### src/hw/sirq_pkg.sv
`default_nettype none
package sirq_pkg;

  // Register byte offsets
  localparam logic [7:0] OFF_STATUS  = 8'h00;
  localparam logic [7:0] OFF_IEN     = 8'h04;
  localparam logic [7:0] OFF_IFLAG   = 8'h08;
  localparam logic [7:0] OFF_FIFOCTL = 8'h0c;
  localparam logic [7:0] OFF_RWCTL   = 8'h10;

  // Field positions
  localparam int BIT_RW_ACTIVE  = 2;
  localparam int BIT_IRQ_PERIOD = 1;
  localparam int BIT_LINE_ONE   = 0;
  localparam int BIT_RW_IRQ     = 1;
  localparam int BIT_CARD_IRQ   = 0;
  localparam int ACCW_LO        = 3;
  localparam int ACCW_HI        = 4;
  localparam int BIT_THR        = 2;
  localparam int BIT_DIR        = 1;
  localparam int BIT_FRST       = 0;
  localparam int BIT_RWREQ      = 0;

  // Values after reset
  localparam logic [1:0] RST_IEN   = 2'h0;
  localparam logic [1:0] RST_FLAGS = 2'h0;
  localparam logic [1:0] RST_ACCW  = 2'h0;
  localparam logic       RST_BIT   = 1'h0;

  // Counts
  localparam logic [1:0] RW_START_DLY = 2'h2;
  localparam logic [2:0] ACC_MAX_BYTES = 3'h4;
  localparam logic [8:0] THR_BITS_LO  = 9'h080;
  localparam logic [8:0] THR_BITS_HI  = 9'h100;

  typedef enum logic [1:0] {RW_IDLE, RW_DELAY, RW_HOLD} sirq_rw_state_t;

  typedef struct packed {
    sirq_rw_state_t state;
    logic [1:0]     cnt;
    logic           active;
    logic           start;
    logic           lineOut;
    logic           lineOeN;
  } sirq_rw_regs_t;

endpackage
`default_nettype wire

### src/hw/sirq_rw_if.sv
`default_nettype none
interface sirq_rw_if;
  logic request;
  logic blockEnd;
  logic active;
  logic startPulse;
  modport ctrl   (output request, output blockEnd, input active, input startPulse);
  modport engine (input request, input blockEnd, output active, output startPulse);
endinterface
`default_nettype wire

### src/hw/sirq_read_wait.sv
`default_nettype none
module sirq_read_wait (
  // Clock and reset
  input  wire logic   clk,
  input  wire logic   rstSync_n,
  // Control link
  sirq_rw_if.engine   rw,
  // Data line two pin
  output var  logic   dat2Out,
  output var  logic   dat2OutEnable_n
);

  localparam sirq_pkg::sirq_rw_regs_t RESET_VAL = '{
    state: sirq_pkg::RW_IDLE, cnt: 2'h0, active: 1'b0,
    start: 1'b0, lineOut: 1'b0, lineOeN: 1'b1};

  sirq_pkg::sirq_rw_regs_t s_r;
  sirq_pkg::sirq_rw_regs_t s_nxt;

  always_comb begin
    s_nxt = s_r;
    s_nxt.start = 1'b0;
    s_nxt.lineOut = 1'b0;
    case (s_r.state)
      sirq_pkg::RW_IDLE: begin
        if (rw.request && rw.blockEnd) begin
          s_nxt.state = sirq_pkg::RW_DELAY;
          s_nxt.cnt = sirq_pkg::RW_START_DLY - 2'h1;
        end
      end
      sirq_pkg::RW_DELAY: begin
        // Request withdrawn before start: no read wait at all
        if (!rw.request) begin
          s_nxt.state = sirq_pkg::RW_IDLE;
        end else if (s_r.cnt == 2'h0) begin
          s_nxt.state = sirq_pkg::RW_HOLD;
          s_nxt.active = 1'b1;
          s_nxt.start = 1'b1;
          s_nxt.lineOeN = 1'b0;
        end else begin
          s_nxt.cnt = s_r.cnt - 2'h1;
        end
      end
      sirq_pkg::RW_HOLD: begin
        if (!rw.request) begin
          s_nxt.state = sirq_pkg::RW_IDLE;
          s_nxt.active = 1'b0;
          s_nxt.lineOeN = 1'b1;
        end
      end
      default: begin
        s_nxt = RESET_VAL;
      end
    endcase
  end

  always_ff @(posedge clk or negedge rstSync_n) begin
    if (!rstSync_n) begin
      s_r <= RESET_VAL;
    end else begin
      s_r <= s_nxt;
    end
  end

  assign rw.active = s_r.active;
  assign rw.startPulse = s_r.start;
  assign dat2Out = s_r.lineOut;
  assign dat2OutEnable_n = s_r.lineOeN;

  property p_rw_start_delay;
    @(posedge clk) disable iff (!rstSync_n)
    (s_r.state == sirq_pkg::RW_IDLE && rw.request && rw.blockEnd) ##1 rw.request
      ##1 rw.request |=> s_r.active && !dat2OutEnable_n && !dat2Out;
  endproperty
  a_rw_start_delay: assert property (p_rw_start_delay)
    else $error("read wait did not start two clocks after block end");

  property p_rw_not_early;
    @(posedge clk) disable iff (!rstSync_n)
    (s_r.state == sirq_pkg::RW_IDLE && rw.request && rw.blockEnd)
      |=> !s_r.active ##1 !s_r.active;
  endproperty
  a_rw_not_early: assert property (p_rw_not_early)
    else $error("read wait started too early");

  property p_rw_release;
    @(posedge clk) disable iff (!rstSync_n)
    (s_r.active && !rw.request) |=> !s_r.active && dat2OutEnable_n;
  endproperty
  a_rw_release: assert property (p_rw_release)
    else $error("data line two not released after request cleared");

endmodule
`default_nettype wire

### src/hw/sirq_top.sv
// Contract
// - Status bit 2 shows read wait active
// - Status bit 1 shows card interrupt period
// - Status bit 0 shows data line one
// - Enable bit 1 gates read-wait interrupt
// - Enable bit 0 gates card interrupt
// - Read-wait start sets flag 1 if enabled
// - Card interrupt detect sets flag 0 if enabled
// - Flags clear by writing one; zero keeps
// - Access width field bits 4-3 to FIFO
// - Bit 2 selects 128 or 256 bit threshold
// - Read wait starts two clocks after block
// - Bit 1 direction, bit 0 FIFO reset
//
// The placing of the registers and the address-and-strobe port were left to the implementer.
`default_nettype none
module sirq_top (
  // Clock and reset
  input  wire logic        clk,
  input  wire logic        rst_n,
  // Register port
  input  wire logic [7:0]  regAddr,
  input  wire logic [31:0] regWrData,
  input  wire logic        regWrEn,
  input  wire logic        regRdEn,
  output var  logic [31:0] regRdData,
  // Card bus side
  input  wire logic        dataLineOnePin,
  input  wire logic        cardIrqPeriod,
  input  wire logic        readBlockEnd,
  output var  logic        dat2Out,
  output var  logic        dat2OutEnable_n,
  // FIFO control
  output var  logic        fifoDirection,
  output var  logic        fifoStateReset,
  output var  logic [2:0]  accessBytes,
  output var  logic [8:0]  thresholdBits,
  // Interrupt
  output var  logic        sdioIrq
);

  typedef struct packed {
    logic [31:0] rdData;
    logic [1:0]  irqEn;
    logic [1:0]  flags;
    logic [1:0]  accWidth;
    logic        thrSel;
    logic        fifo_direction;
    logic        fifo_state_reset;
    logic        rwReq;
    logic        lineOne;
    logic        period;
    logic [2:0]  accBytes;
    logic [8:0]  thrBits;
    logic        irq;
  } sirq_top_regs_t;

  localparam sirq_top_regs_t RESET_VAL = '{
    rdData: 32'h0,
    irqEn: sirq_pkg::RST_IEN,
    flags: sirq_pkg::RST_FLAGS,
    accWidth: sirq_pkg::RST_ACCW,
    thrSel: sirq_pkg::RST_BIT,
    fifo_direction: sirq_pkg::RST_BIT,
    fifo_state_reset: sirq_pkg::RST_BIT,
    rwReq: sirq_pkg::RST_BIT,
    lineOne: 1'b0,
    period: 1'b0,
    accBytes: sirq_pkg::ACC_MAX_BYTES,
    thrBits: sirq_pkg::THR_BITS_LO,
    irq: 1'b0};

  // Width code 0 means the widest access
  function automatic logic [2:0] accBytesOf(input logic [1:0] code);
    accBytesOf = sirq_pkg::ACC_MAX_BYTES - {1'b0, code};
  endfunction

  function automatic logic [8:0] thrBitsOf(input logic sel);
    thrBitsOf = sel ? sirq_pkg::THR_BITS_HI : sirq_pkg::THR_BITS_LO;
  endfunction

  // Reset release through two flops
  logic [1:0] rstPipe;
  logic       rstSync_n;

  always_ff @(posedge clk or negedge rst_n) begin
    if (!rst_n) begin
      rstPipe <= 2'h0;
    end else begin
      rstPipe <= {rstPipe[0], 1'b1};
    end
  end

  assign rstSync_n = rstPipe[1];

  sirq_rw_if rwLink ();

  sirq_read_wait u_read_wait (
    .clk             (clk),
    .rstSync_n       (rstSync_n),
    .rw              (rwLink.engine),
    .dat2Out         (dat2Out),
    .dat2OutEnable_n (dat2OutEnable_n)
  );

  sirq_top_regs_t s_r;
  sirq_top_regs_t s_nxt;
  logic           cardDetect;
  logic           wrIflag;

  assign rwLink.request = s_r.rwReq;
  assign rwLink.blockEnd = readBlockEnd;

  // A card interrupt is detected when its period begins
  assign cardDetect = cardIrqPeriod && !s_r.period;
  assign wrIflag = regWrEn && (regAddr == sirq_pkg::OFF_IFLAG);

  function automatic logic [31:0] readMux(
    input logic [7:0]     addr,
    input sirq_top_regs_t st,
    input logic           rwActive
  );
    logic [31:0] v;
    v = 32'h0;
    case (addr)
      sirq_pkg::OFF_STATUS: begin
        v[sirq_pkg::BIT_RW_ACTIVE] = rwActive;
        v[sirq_pkg::BIT_IRQ_PERIOD] = st.period;
        v[sirq_pkg::BIT_LINE_ONE] = st.lineOne;
      end
      sirq_pkg::OFF_IEN: begin
        v[1:0] = st.irqEn;
      end
      sirq_pkg::OFF_IFLAG: begin
        v[1:0] = st.flags;
      end
      sirq_pkg::OFF_FIFOCTL: begin
        v[sirq_pkg::ACCW_HI:sirq_pkg::ACCW_LO] = st.accWidth;
        v[sirq_pkg::BIT_THR] = st.thrSel;
        v[sirq_pkg::BIT_DIR] = st.fifo_direction;
        v[sirq_pkg::BIT_FRST] = st.fifo_state_reset;
      end
      sirq_pkg::OFF_RWCTL: begin
        v[sirq_pkg::BIT_RWREQ] = st.rwReq;
      end
      default: begin
        v = 32'h0;
      end
    endcase
    readMux = v;
  endfunction

  always_comb begin
    s_nxt = s_r;
    s_nxt.rdData = 32'h0;
    // Pin levels are sampled once so every read sees a stable value
    s_nxt.lineOne = dataLineOnePin;
    s_nxt.period = cardIrqPeriod;
    if (regWrEn) begin
      case (regAddr)
        sirq_pkg::OFF_IEN: begin
          s_nxt.irqEn = regWrData[1:0];
        end
        sirq_pkg::OFF_IFLAG: begin
          s_nxt.flags = s_r.flags & ~regWrData[1:0];
        end
        sirq_pkg::OFF_FIFOCTL: begin
          s_nxt.accWidth = regWrData[sirq_pkg::ACCW_HI:sirq_pkg::ACCW_LO];
          s_nxt.thrSel = regWrData[sirq_pkg::BIT_THR];
          s_nxt.fifo_direction = regWrData[sirq_pkg::BIT_DIR];
          s_nxt.fifo_state_reset = regWrData[sirq_pkg::BIT_FRST];
        end
        sirq_pkg::OFF_RWCTL: begin
          s_nxt.rwReq = regWrData[sirq_pkg::BIT_RWREQ];
        end
        default: begin
          s_nxt.rwReq = s_r.rwReq;
        end
      endcase
    end
    // Sets come after the clear so an event in the clearing cycle survives
    if (rwLink.startPulse && s_r.irqEn[sirq_pkg::BIT_RW_IRQ]) begin
      s_nxt.flags[sirq_pkg::BIT_RW_IRQ] = 1'b1;
    end
    if (cardDetect && s_r.irqEn[sirq_pkg::BIT_CARD_IRQ]) begin
      s_nxt.flags[sirq_pkg::BIT_CARD_IRQ] = 1'b1;
    end
    if (regRdEn) begin
      s_nxt.rdData = readMux(regAddr, s_r, rwLink.active);
    end
    s_nxt.accBytes = accBytesOf(s_nxt.accWidth);
    s_nxt.thrBits = thrBitsOf(s_nxt.thrSel);
    // Flags only set when enabled, so the enables act as the mask
    s_nxt.irq = |s_nxt.flags;
  end

  always_ff @(posedge clk or negedge rstSync_n) begin
    if (!rstSync_n) begin
      s_r <= RESET_VAL;
    end else begin
      s_r <= s_nxt;
    end
  end

  assign regRdData = s_r.rdData;
  assign fifoDirection = s_r.fifo_direction;
  assign fifoStateReset = s_r.fifo_state_reset;
  assign accessBytes = s_r.accBytes;
  assign thresholdBits = s_r.thrBits;
  assign sdioIrq = s_r.irq;

  property p_status_rw;
    @(posedge clk) disable iff (!rstSync_n)
    (regRdEn && regAddr == sirq_pkg::OFF_STATUS)
      |=> regRdData[2] == $past(rwLink.active) && regRdData[31:3] == 29'h0;
  endproperty
  a_status_rw: assert property (p_status_rw)
    else $error("status read does not show read wait activity");

  property p_status_period;
    @(posedge clk) disable iff (!rstSync_n)
    ##1 (regRdEn && regAddr == sirq_pkg::OFF_STATUS)
      |=> regRdData[1] == $past(cardIrqPeriod, 2);
  endproperty
  a_status_period: assert property (p_status_period)
    else $error("status read misses card interrupt period");

  property p_status_line_one;
    @(posedge clk) disable iff (!rstSync_n)
    ##1 (regRdEn && regAddr == sirq_pkg::OFF_STATUS)
      |=> regRdData[0] == $past(dataLineOnePin, 2);
  endproperty
  a_status_line_one: assert property (p_status_line_one)
    else $error("status read does not show data line one");

  property p_rw_flag_set;
    @(posedge clk) disable iff (!rstSync_n)
    (rwLink.startPulse && s_r.irqEn[1]) |=> s_r.flags[1] && sdioIrq;
  endproperty
  a_rw_flag_set: assert property (p_rw_flag_set)
    else $error("read wait flag not set on enabled start");

  property p_rw_flag_quiet;
    @(posedge clk) disable iff (!rstSync_n)
    (!s_r.flags[1] && !(rwLink.startPulse && s_r.irqEn[1])) |=> !s_r.flags[1];
  endproperty
  a_rw_flag_quiet: assert property (p_rw_flag_quiet)
    else $error("read wait flag set without enabled start");

  property p_card_flag_set;
    @(posedge clk) disable iff (!rstSync_n)
    (cardIrqPeriod && !s_r.period && s_r.irqEn[0]) |=> s_r.flags[0];
  endproperty
  a_card_flag_set: assert property (p_card_flag_set)
    else $error("card interrupt flag not set on enabled detect");

  property p_card_flag_quiet;
    @(posedge clk) disable iff (!rstSync_n)
    (!s_r.flags[0] && !s_r.irqEn[0]) |=> !s_r.flags[0];
  endproperty
  a_card_flag_quiet: assert property (p_card_flag_quiet)
    else $error("card interrupt flag set while disabled");

  property p_w1c;
    @(posedge clk) disable iff (!rstSync_n)
    (wrIflag && regWrData[0] && !cardDetect) |=> !s_r.flags[0];
  endproperty
  a_w1c: assert property (p_w1c)
    else $error("writing one did not clear the flag");

  property p_w0_keep;
    @(posedge clk) disable iff (!rstSync_n)
    (wrIflag && !regWrData[1] && s_r.flags[1]) |=> s_r.flags[1];
  endproperty
  a_w0_keep: assert property (p_w0_keep)
    else $error("writing zero changed the flag");

  property p_fifo_ctl;
    @(posedge clk) disable iff (!rstSync_n)
    (regWrEn && regAddr == sirq_pkg::OFF_FIFOCTL && regWrData[4:3] == 2'h3 && regWrData[2])
      |=> accessBytes == 3'h1 && thresholdBits == 9'h100;
  endproperty
  a_fifo_ctl: assert property (p_fifo_ctl)
    else $error("FIFO width or threshold wrong after write");

  property p_fifo_dir;
    @(posedge clk) disable iff (!rstSync_n)
    (regWrEn && regAddr == sirq_pkg::OFF_FIFOCTL)
      |=> fifoDirection == $past(regWrData[1]) && fifoStateReset == $past(regWrData[0]);
  endproperty
  a_fifo_dir: assert property (p_fifo_dir)
    else $error("FIFO direction or reset not taken from write");

  property p_irq_level;
    @(posedge clk) disable iff (!rstSync_n)
    (s_r.flags != 2'h0) |-> sdioIrq;
  endproperty
  a_irq_level: assert property (p_irq_level)
    else $error("interrupt output low while a flag is set");

  property p_irq_low;
    @(posedge clk) disable iff (!rstSync_n)
    (s_r.flags == 2'h0) |-> !sdioIrq;
  endproperty
  a_irq_low: assert property (p_irq_low)
    else $error("interrupt output high with no flag set");

  property p_rdata_idle;
    @(posedge clk) disable iff (!rstSync_n)
    !regRdEn |=> regRdData == 32'h0;
  endproperty
  a_rdata_idle: assert property (p_rdata_idle)
    else $error("read data present without a read");

  property p_ien_write;
    @(posedge clk) disable iff (!rstSync_n)
    (regWrEn && regAddr == sirq_pkg::OFF_IEN) |=> s_r.irqEn == $past(regWrData[1:0]);
  endproperty
  a_ien_write: assert property (p_ien_write)
    else $error("interrupt enables not taken from write");

  property p_rwreq_write;
    @(posedge clk) disable iff (!rstSync_n)
    (regWrEn && regAddr == sirq_pkg::OFF_RWCTL) |=> s_r.rwReq == $past(regWrData[0]);
  endproperty
  a_rwreq_write: assert property (p_rwreq_write)
    else $error("read wait request not taken from write");

  property p_w1c_rw;
    @(posedge clk) disable iff (!rstSync_n)
    (wrIflag && regWrData[1] && !rwLink.startPulse) |=> !s_r.flags[1];
  endproperty
  a_w1c_rw: assert property (p_w1c_rw)
    else $error("writing one did not clear the read wait flag");

  // A set flag must survive reads and unrelated writes
  property p_card_flag_sticky;
    @(posedge clk) disable iff (!rstSync_n)
    (s_r.flags[0] && !(wrIflag && regWrData[0])) |=> s_r.flags[0];
  endproperty
  a_card_flag_sticky: assert property (p_card_flag_sticky)
    else $error("card interrupt flag lost without a clear");

  property p_unmapped_rd;
    @(posedge clk) disable iff (!rstSync_n)
    (regRdEn && regAddr > sirq_pkg::OFF_RWCTL) |=> regRdData == 32'h0;
  endproperty
  a_unmapped_rd: assert property (p_unmapped_rd)
    else $error("unmapped read returned data");

endmodule
`default_nettype wire

### config.mk
export PLATFORM = sky130hd
export DESIGN_NAME = sirq_top
export DESIGN_NICKNAME = d
export VERILOG_FILES = /design/src/hw/sirq_pkg.sv /design/src/hw/sirq_rw_if.sv /design/src/hw/sirq_read_wait.sv /design/src/hw/sirq_top.sv
export SDC_FILE = /design/constraint.sdc
export NUM_CORES = 1
export LEC_CHECK = 0
export ABC_CLOCK_PERIOD_IN_PS = 800
export BUFFER_PORTS_ARGS = -buffer_cell sky130_fd_sc_hd__buf_4
export CORE_ASPECT_RATIO = 1.2
export CORE_MARGIN = 2
export CORE_UTILIZATION = 40
export DETAILED_ROUTE_END_ITERATION = 7
export HOLD_SLACK_MARGIN = 0.03
export PLACE_DENSITY = 0.76
export REMOVE_ABC_BUFFERS = 1
export SETUP_SLACK_MARGIN = 0.2
export SLEW_MARGIN = 25
export SYNTH_ARGS = -nofsm -noshare
export SYNTH_HDL_FRONTEND = slang
export SYNTH_HIERARCHICAL = 1
export SYNTH_SLANG_ARGS = --single-unit
### constraint.sdc
create_clock -name clk -period 0.8 [get_ports clk]
set_input_delay 0.04 -clock clk [delete_from_list [all_inputs] [get_ports clk]]
set_output_delay 0.04 -clock clk [all_outputs]
set_load 0.02 [all_outputs]
==> impl_metrics.csv <==
group,metric,value,unit
cells_and_area,area_growth,46.8,%
yosys,synth_flop_cell,"dfrtp_1",
global_routing,first_global_vias,1244,
status,violations,"hold timing, setup timing",
critical_path,required,1.02,ns
cells_and_area,final_util,61.5,%
global_routing,grt_start_max_net_pins,29,
clock_tree,cts-root-buf,"clkbuf_8",
drt,vias,1330,
drt,detail_route.drc_violations,0,
drt,routed_wl,3.84,mm
clock_tree,cts_buffer_depth,2,
clock_tree,cts_tree,"yes",
floorplan,die_area,5050,µm²
yosys,synth_area_per_cell,11.1,µm²
global_routing,grt_pass1_wl,5.62,mm
yosys,synth_area,1800,µm²
floorplan,die_h,77.5,µm
clock_tree,cts-buffers-inserted,5,
power_and_ir_drop,p_per_area,1310,nW/µm²
floorplan,num_io_pins,96,
floorplan,start_util,41.9,%
global_routing,antenna_found_initial,0,
clock_tree,cts_hold_buf,3,
placement,port-buffer-count,33,
critical_path,end_kind,"flop",
timing,fmax,854,MHz
placement,dpl_cell_area,2090,µm²
power_and_ir_drop,p_leak,1.33,nW
yosys,synth-seq-cells,30,
floorplan,fp.dieW,65.2,µm
timing,hold_viol,1,
placement,dp_slack,-0.523,ns
floorplan,std_cell_rows,26,
yosys,synth-edff-count,0,
yosys,ys_warn_count,6,
critical_path,cp_max_fo,4,
clock_tree,clkTransAtPathRegs,0.06,ns
drt,routedWlPerCell,13.1,µm
cells_and_area,nets,286,
timing,whs,-0.0932,ns
timing,rsz0062_at_grt,"true",
placement,gp_congestion,0.849,
cells_and_area,drive_gt1_share,56.1,%
yosys,async_flop_share,100,%
timing,final.setup.worst_slack,-0.371,ns
floorplan,coreArea,4290,µm²
drt,drt_iter0_drc,112,
job,max_cap_violations,0,
placement,dp_hpwl,2.47,mm
timing,period_share,146,%
clock_tree,cts_max_level,2,
yosys,ys_seq_area_share,41.9,%
yosys,syn_inst,162,
timing,period_needed,1.17,ns
drt,drtPass1Iterations,4,
critical_path,crit_type,"flop to flop",
timing,finalSetupViolCount,38,
power_and_ir_drop,fin_total_pwr,3.45,mW
global_routing,track_usage,14.7,%
timing,finalMaxSlewViolations,0,
worst_hold_path,hp-class,"input port to flop",
clock_tree,cts.sinks,30,
cells_and_area,antenna_cells,0,
global_routing,overflow,0,
status,status,"complete, but fails checks",
cells_and_area,final_area,2640,µm²
clock_tree,insertion_delay,0.29,ns
critical_path,worstPathArrival,1.39,ns
critical_path,critPathLaunchType,"flop",
yosys,synth_cell_types,44,
power_and_ir_drop,peakVddDrop,0.000520,V
timing,skew,0.00755,ns
drt,avgViaCountPerCell,4.54,
drt,drtAntennaViolNets,0,
==> power by group <==
| group | total, mW | switching, mW | internal [mW] |
|---|---|---|---|
| logic | 0.700 | 0.370 | 0.329 |
| registers | 1.61 | 0.0360 | 1.57 |
| clock network | 1.15 | 0.533 | 0.616 |
==> cell type report <==
class | instances | area, µm²
tap | 56 | 70.1
timing repair buffer | 83 | 816
inverter | 7 | 28.8
sequential | 30 | 756
clock buffer | 8 | 80.1
multi-input combinational | 109 | 891
fill | 312 | 1650
==> final timing paths <==
path                                           startpoint                              to  slack, ns  cells after the start
min in group asynchronous                           rst_n            rstPipe[1]$_DFF_PN0_       0.08                      2
max                        u_read_wait/s_r[5]$_DFFE_PN0P_  u_read_wait/s_r[5]$_DFFE_PN0P_      -0.37                      5
max in group asynchronous            rstPipe[1]$_DFF_PN0_        accessBytes[2]$_DFF_PN1_       0.35                      1
min                                          regWrData[2]      thresholdBits[7]$_DFF_PN1_      -0.09                      2
max reg2reg                u_read_wait/s_r[5]$_DFFE_PN0P_  u_read_wait/s_r[5]$_DFFE_PN0P_      -0.37                      5
min reg2reg                          rstPipe[1]$_DFF_PN0_             s_r[24]$_DFFE_PN0P_       0.21                      1
==> layer usage <==
layer  global-route usage [%]  wire length, µm  share of wire [%]  up-vias
li1                         -                -                  -      622
met2                     27.6             2170                 56       58
met5                        0                0                  0        -
met3                     5.07              251                6.5        8
met4                     5.63               65                1.7        0
met1                     14.5             1360                 35      642
==> cell usage after synthesis, types with 2 or more instances <==
master	n	area share (%)
a21oi_1	4	1.1
a32o_1	2	1.1
and4_2	3	1.7
buf_4	45	19
clkbuf_8	2	1.5
conb_1	3	0.63
dfrtp_1	27	38
dfstp_2	3	4.4
ha_1	3	2.1
inv_1	6	1.3
mux2_2	6	3.8
mux2_4	2	1.7
mux2i_1	6	3.3
nand2_1	6	1.3
nand3_1	4	1.1
nand3b_1	2	0.83
nand4b_1	2	0.97
nor2_1	5	1.0
nor2b_1	3	1.0
nor3_1	2	0.56
o21ai_0	3	0.83
==> cells in the final DEF (no fill, tap or decap), types with 3 or more instances in the layout <==
cell type      synthesis  final
buf_6                  1     42
conb_1                 3     36
buf_4                 45     35
dfrtp_1               27     26
nor2_1                 5      5
mux2i_1                6      5
clkbuf_8               2      5
mux2_4                 2      4
inv_2                  1      4
mux2_2                 6      4
nand3_2                0      3
a21oi_2                0      3
dfstp_2                3      3
clkbuf_1               0      3
dlygate4sd3_1          0      3
==> logic make-up (layout without fill, tap and decap cells) <==
family / after synthesis / after routing / share of synthesized area [%]
fa+ha+maj: 3 / 3 / 2.09
simple gates: 37 / 37 / 15.2
flops: 30 / 30 / 41.9
other cells: 3 / 36 / 0.626
mux: 15 / 15 / 10.0
buf+inv: 56 / 98 / 22.7
compound gates: 18 / 18 / 7.44
==> metrics by stage <==
stage	TNS [ns]	instances	hold WS, ns
global placement	-9.02	264	-0.177
detailed placement	-9.46	264	-0.175
finish	-6.14	293	-0.0932
floorplan	-7.35	146	-0.256
CTS	-5.91	282	-0.0963
global route	-7.42	293	-0.0965
==> worst max-delay path: stages (launching register included) <==
cell	delay, ns
dfrtp_1	0.37
inv_2	0.11
ha_4	0.16
nand2b_4	0.13
mux2i_1	0.18
a32o_1	0.17
==> registers in the layout, summed over array words and instances, names as in the netlist, 2 cells and up <==
register,cells
thresholdBits,2
regRdData,5
u_read_wait/s_r,4
accessBytes,3
s_r,7
rstPipe,2
==> repair_timing <==
action,4_1_cts,5_1_grt
gates resized for setup,51,37
setup buffers,7,11
endpoints found under the setup margin,40,40
pin swaps,19,7
hold endpoints to repair,10,6
(Power assumes the default switching activity.)
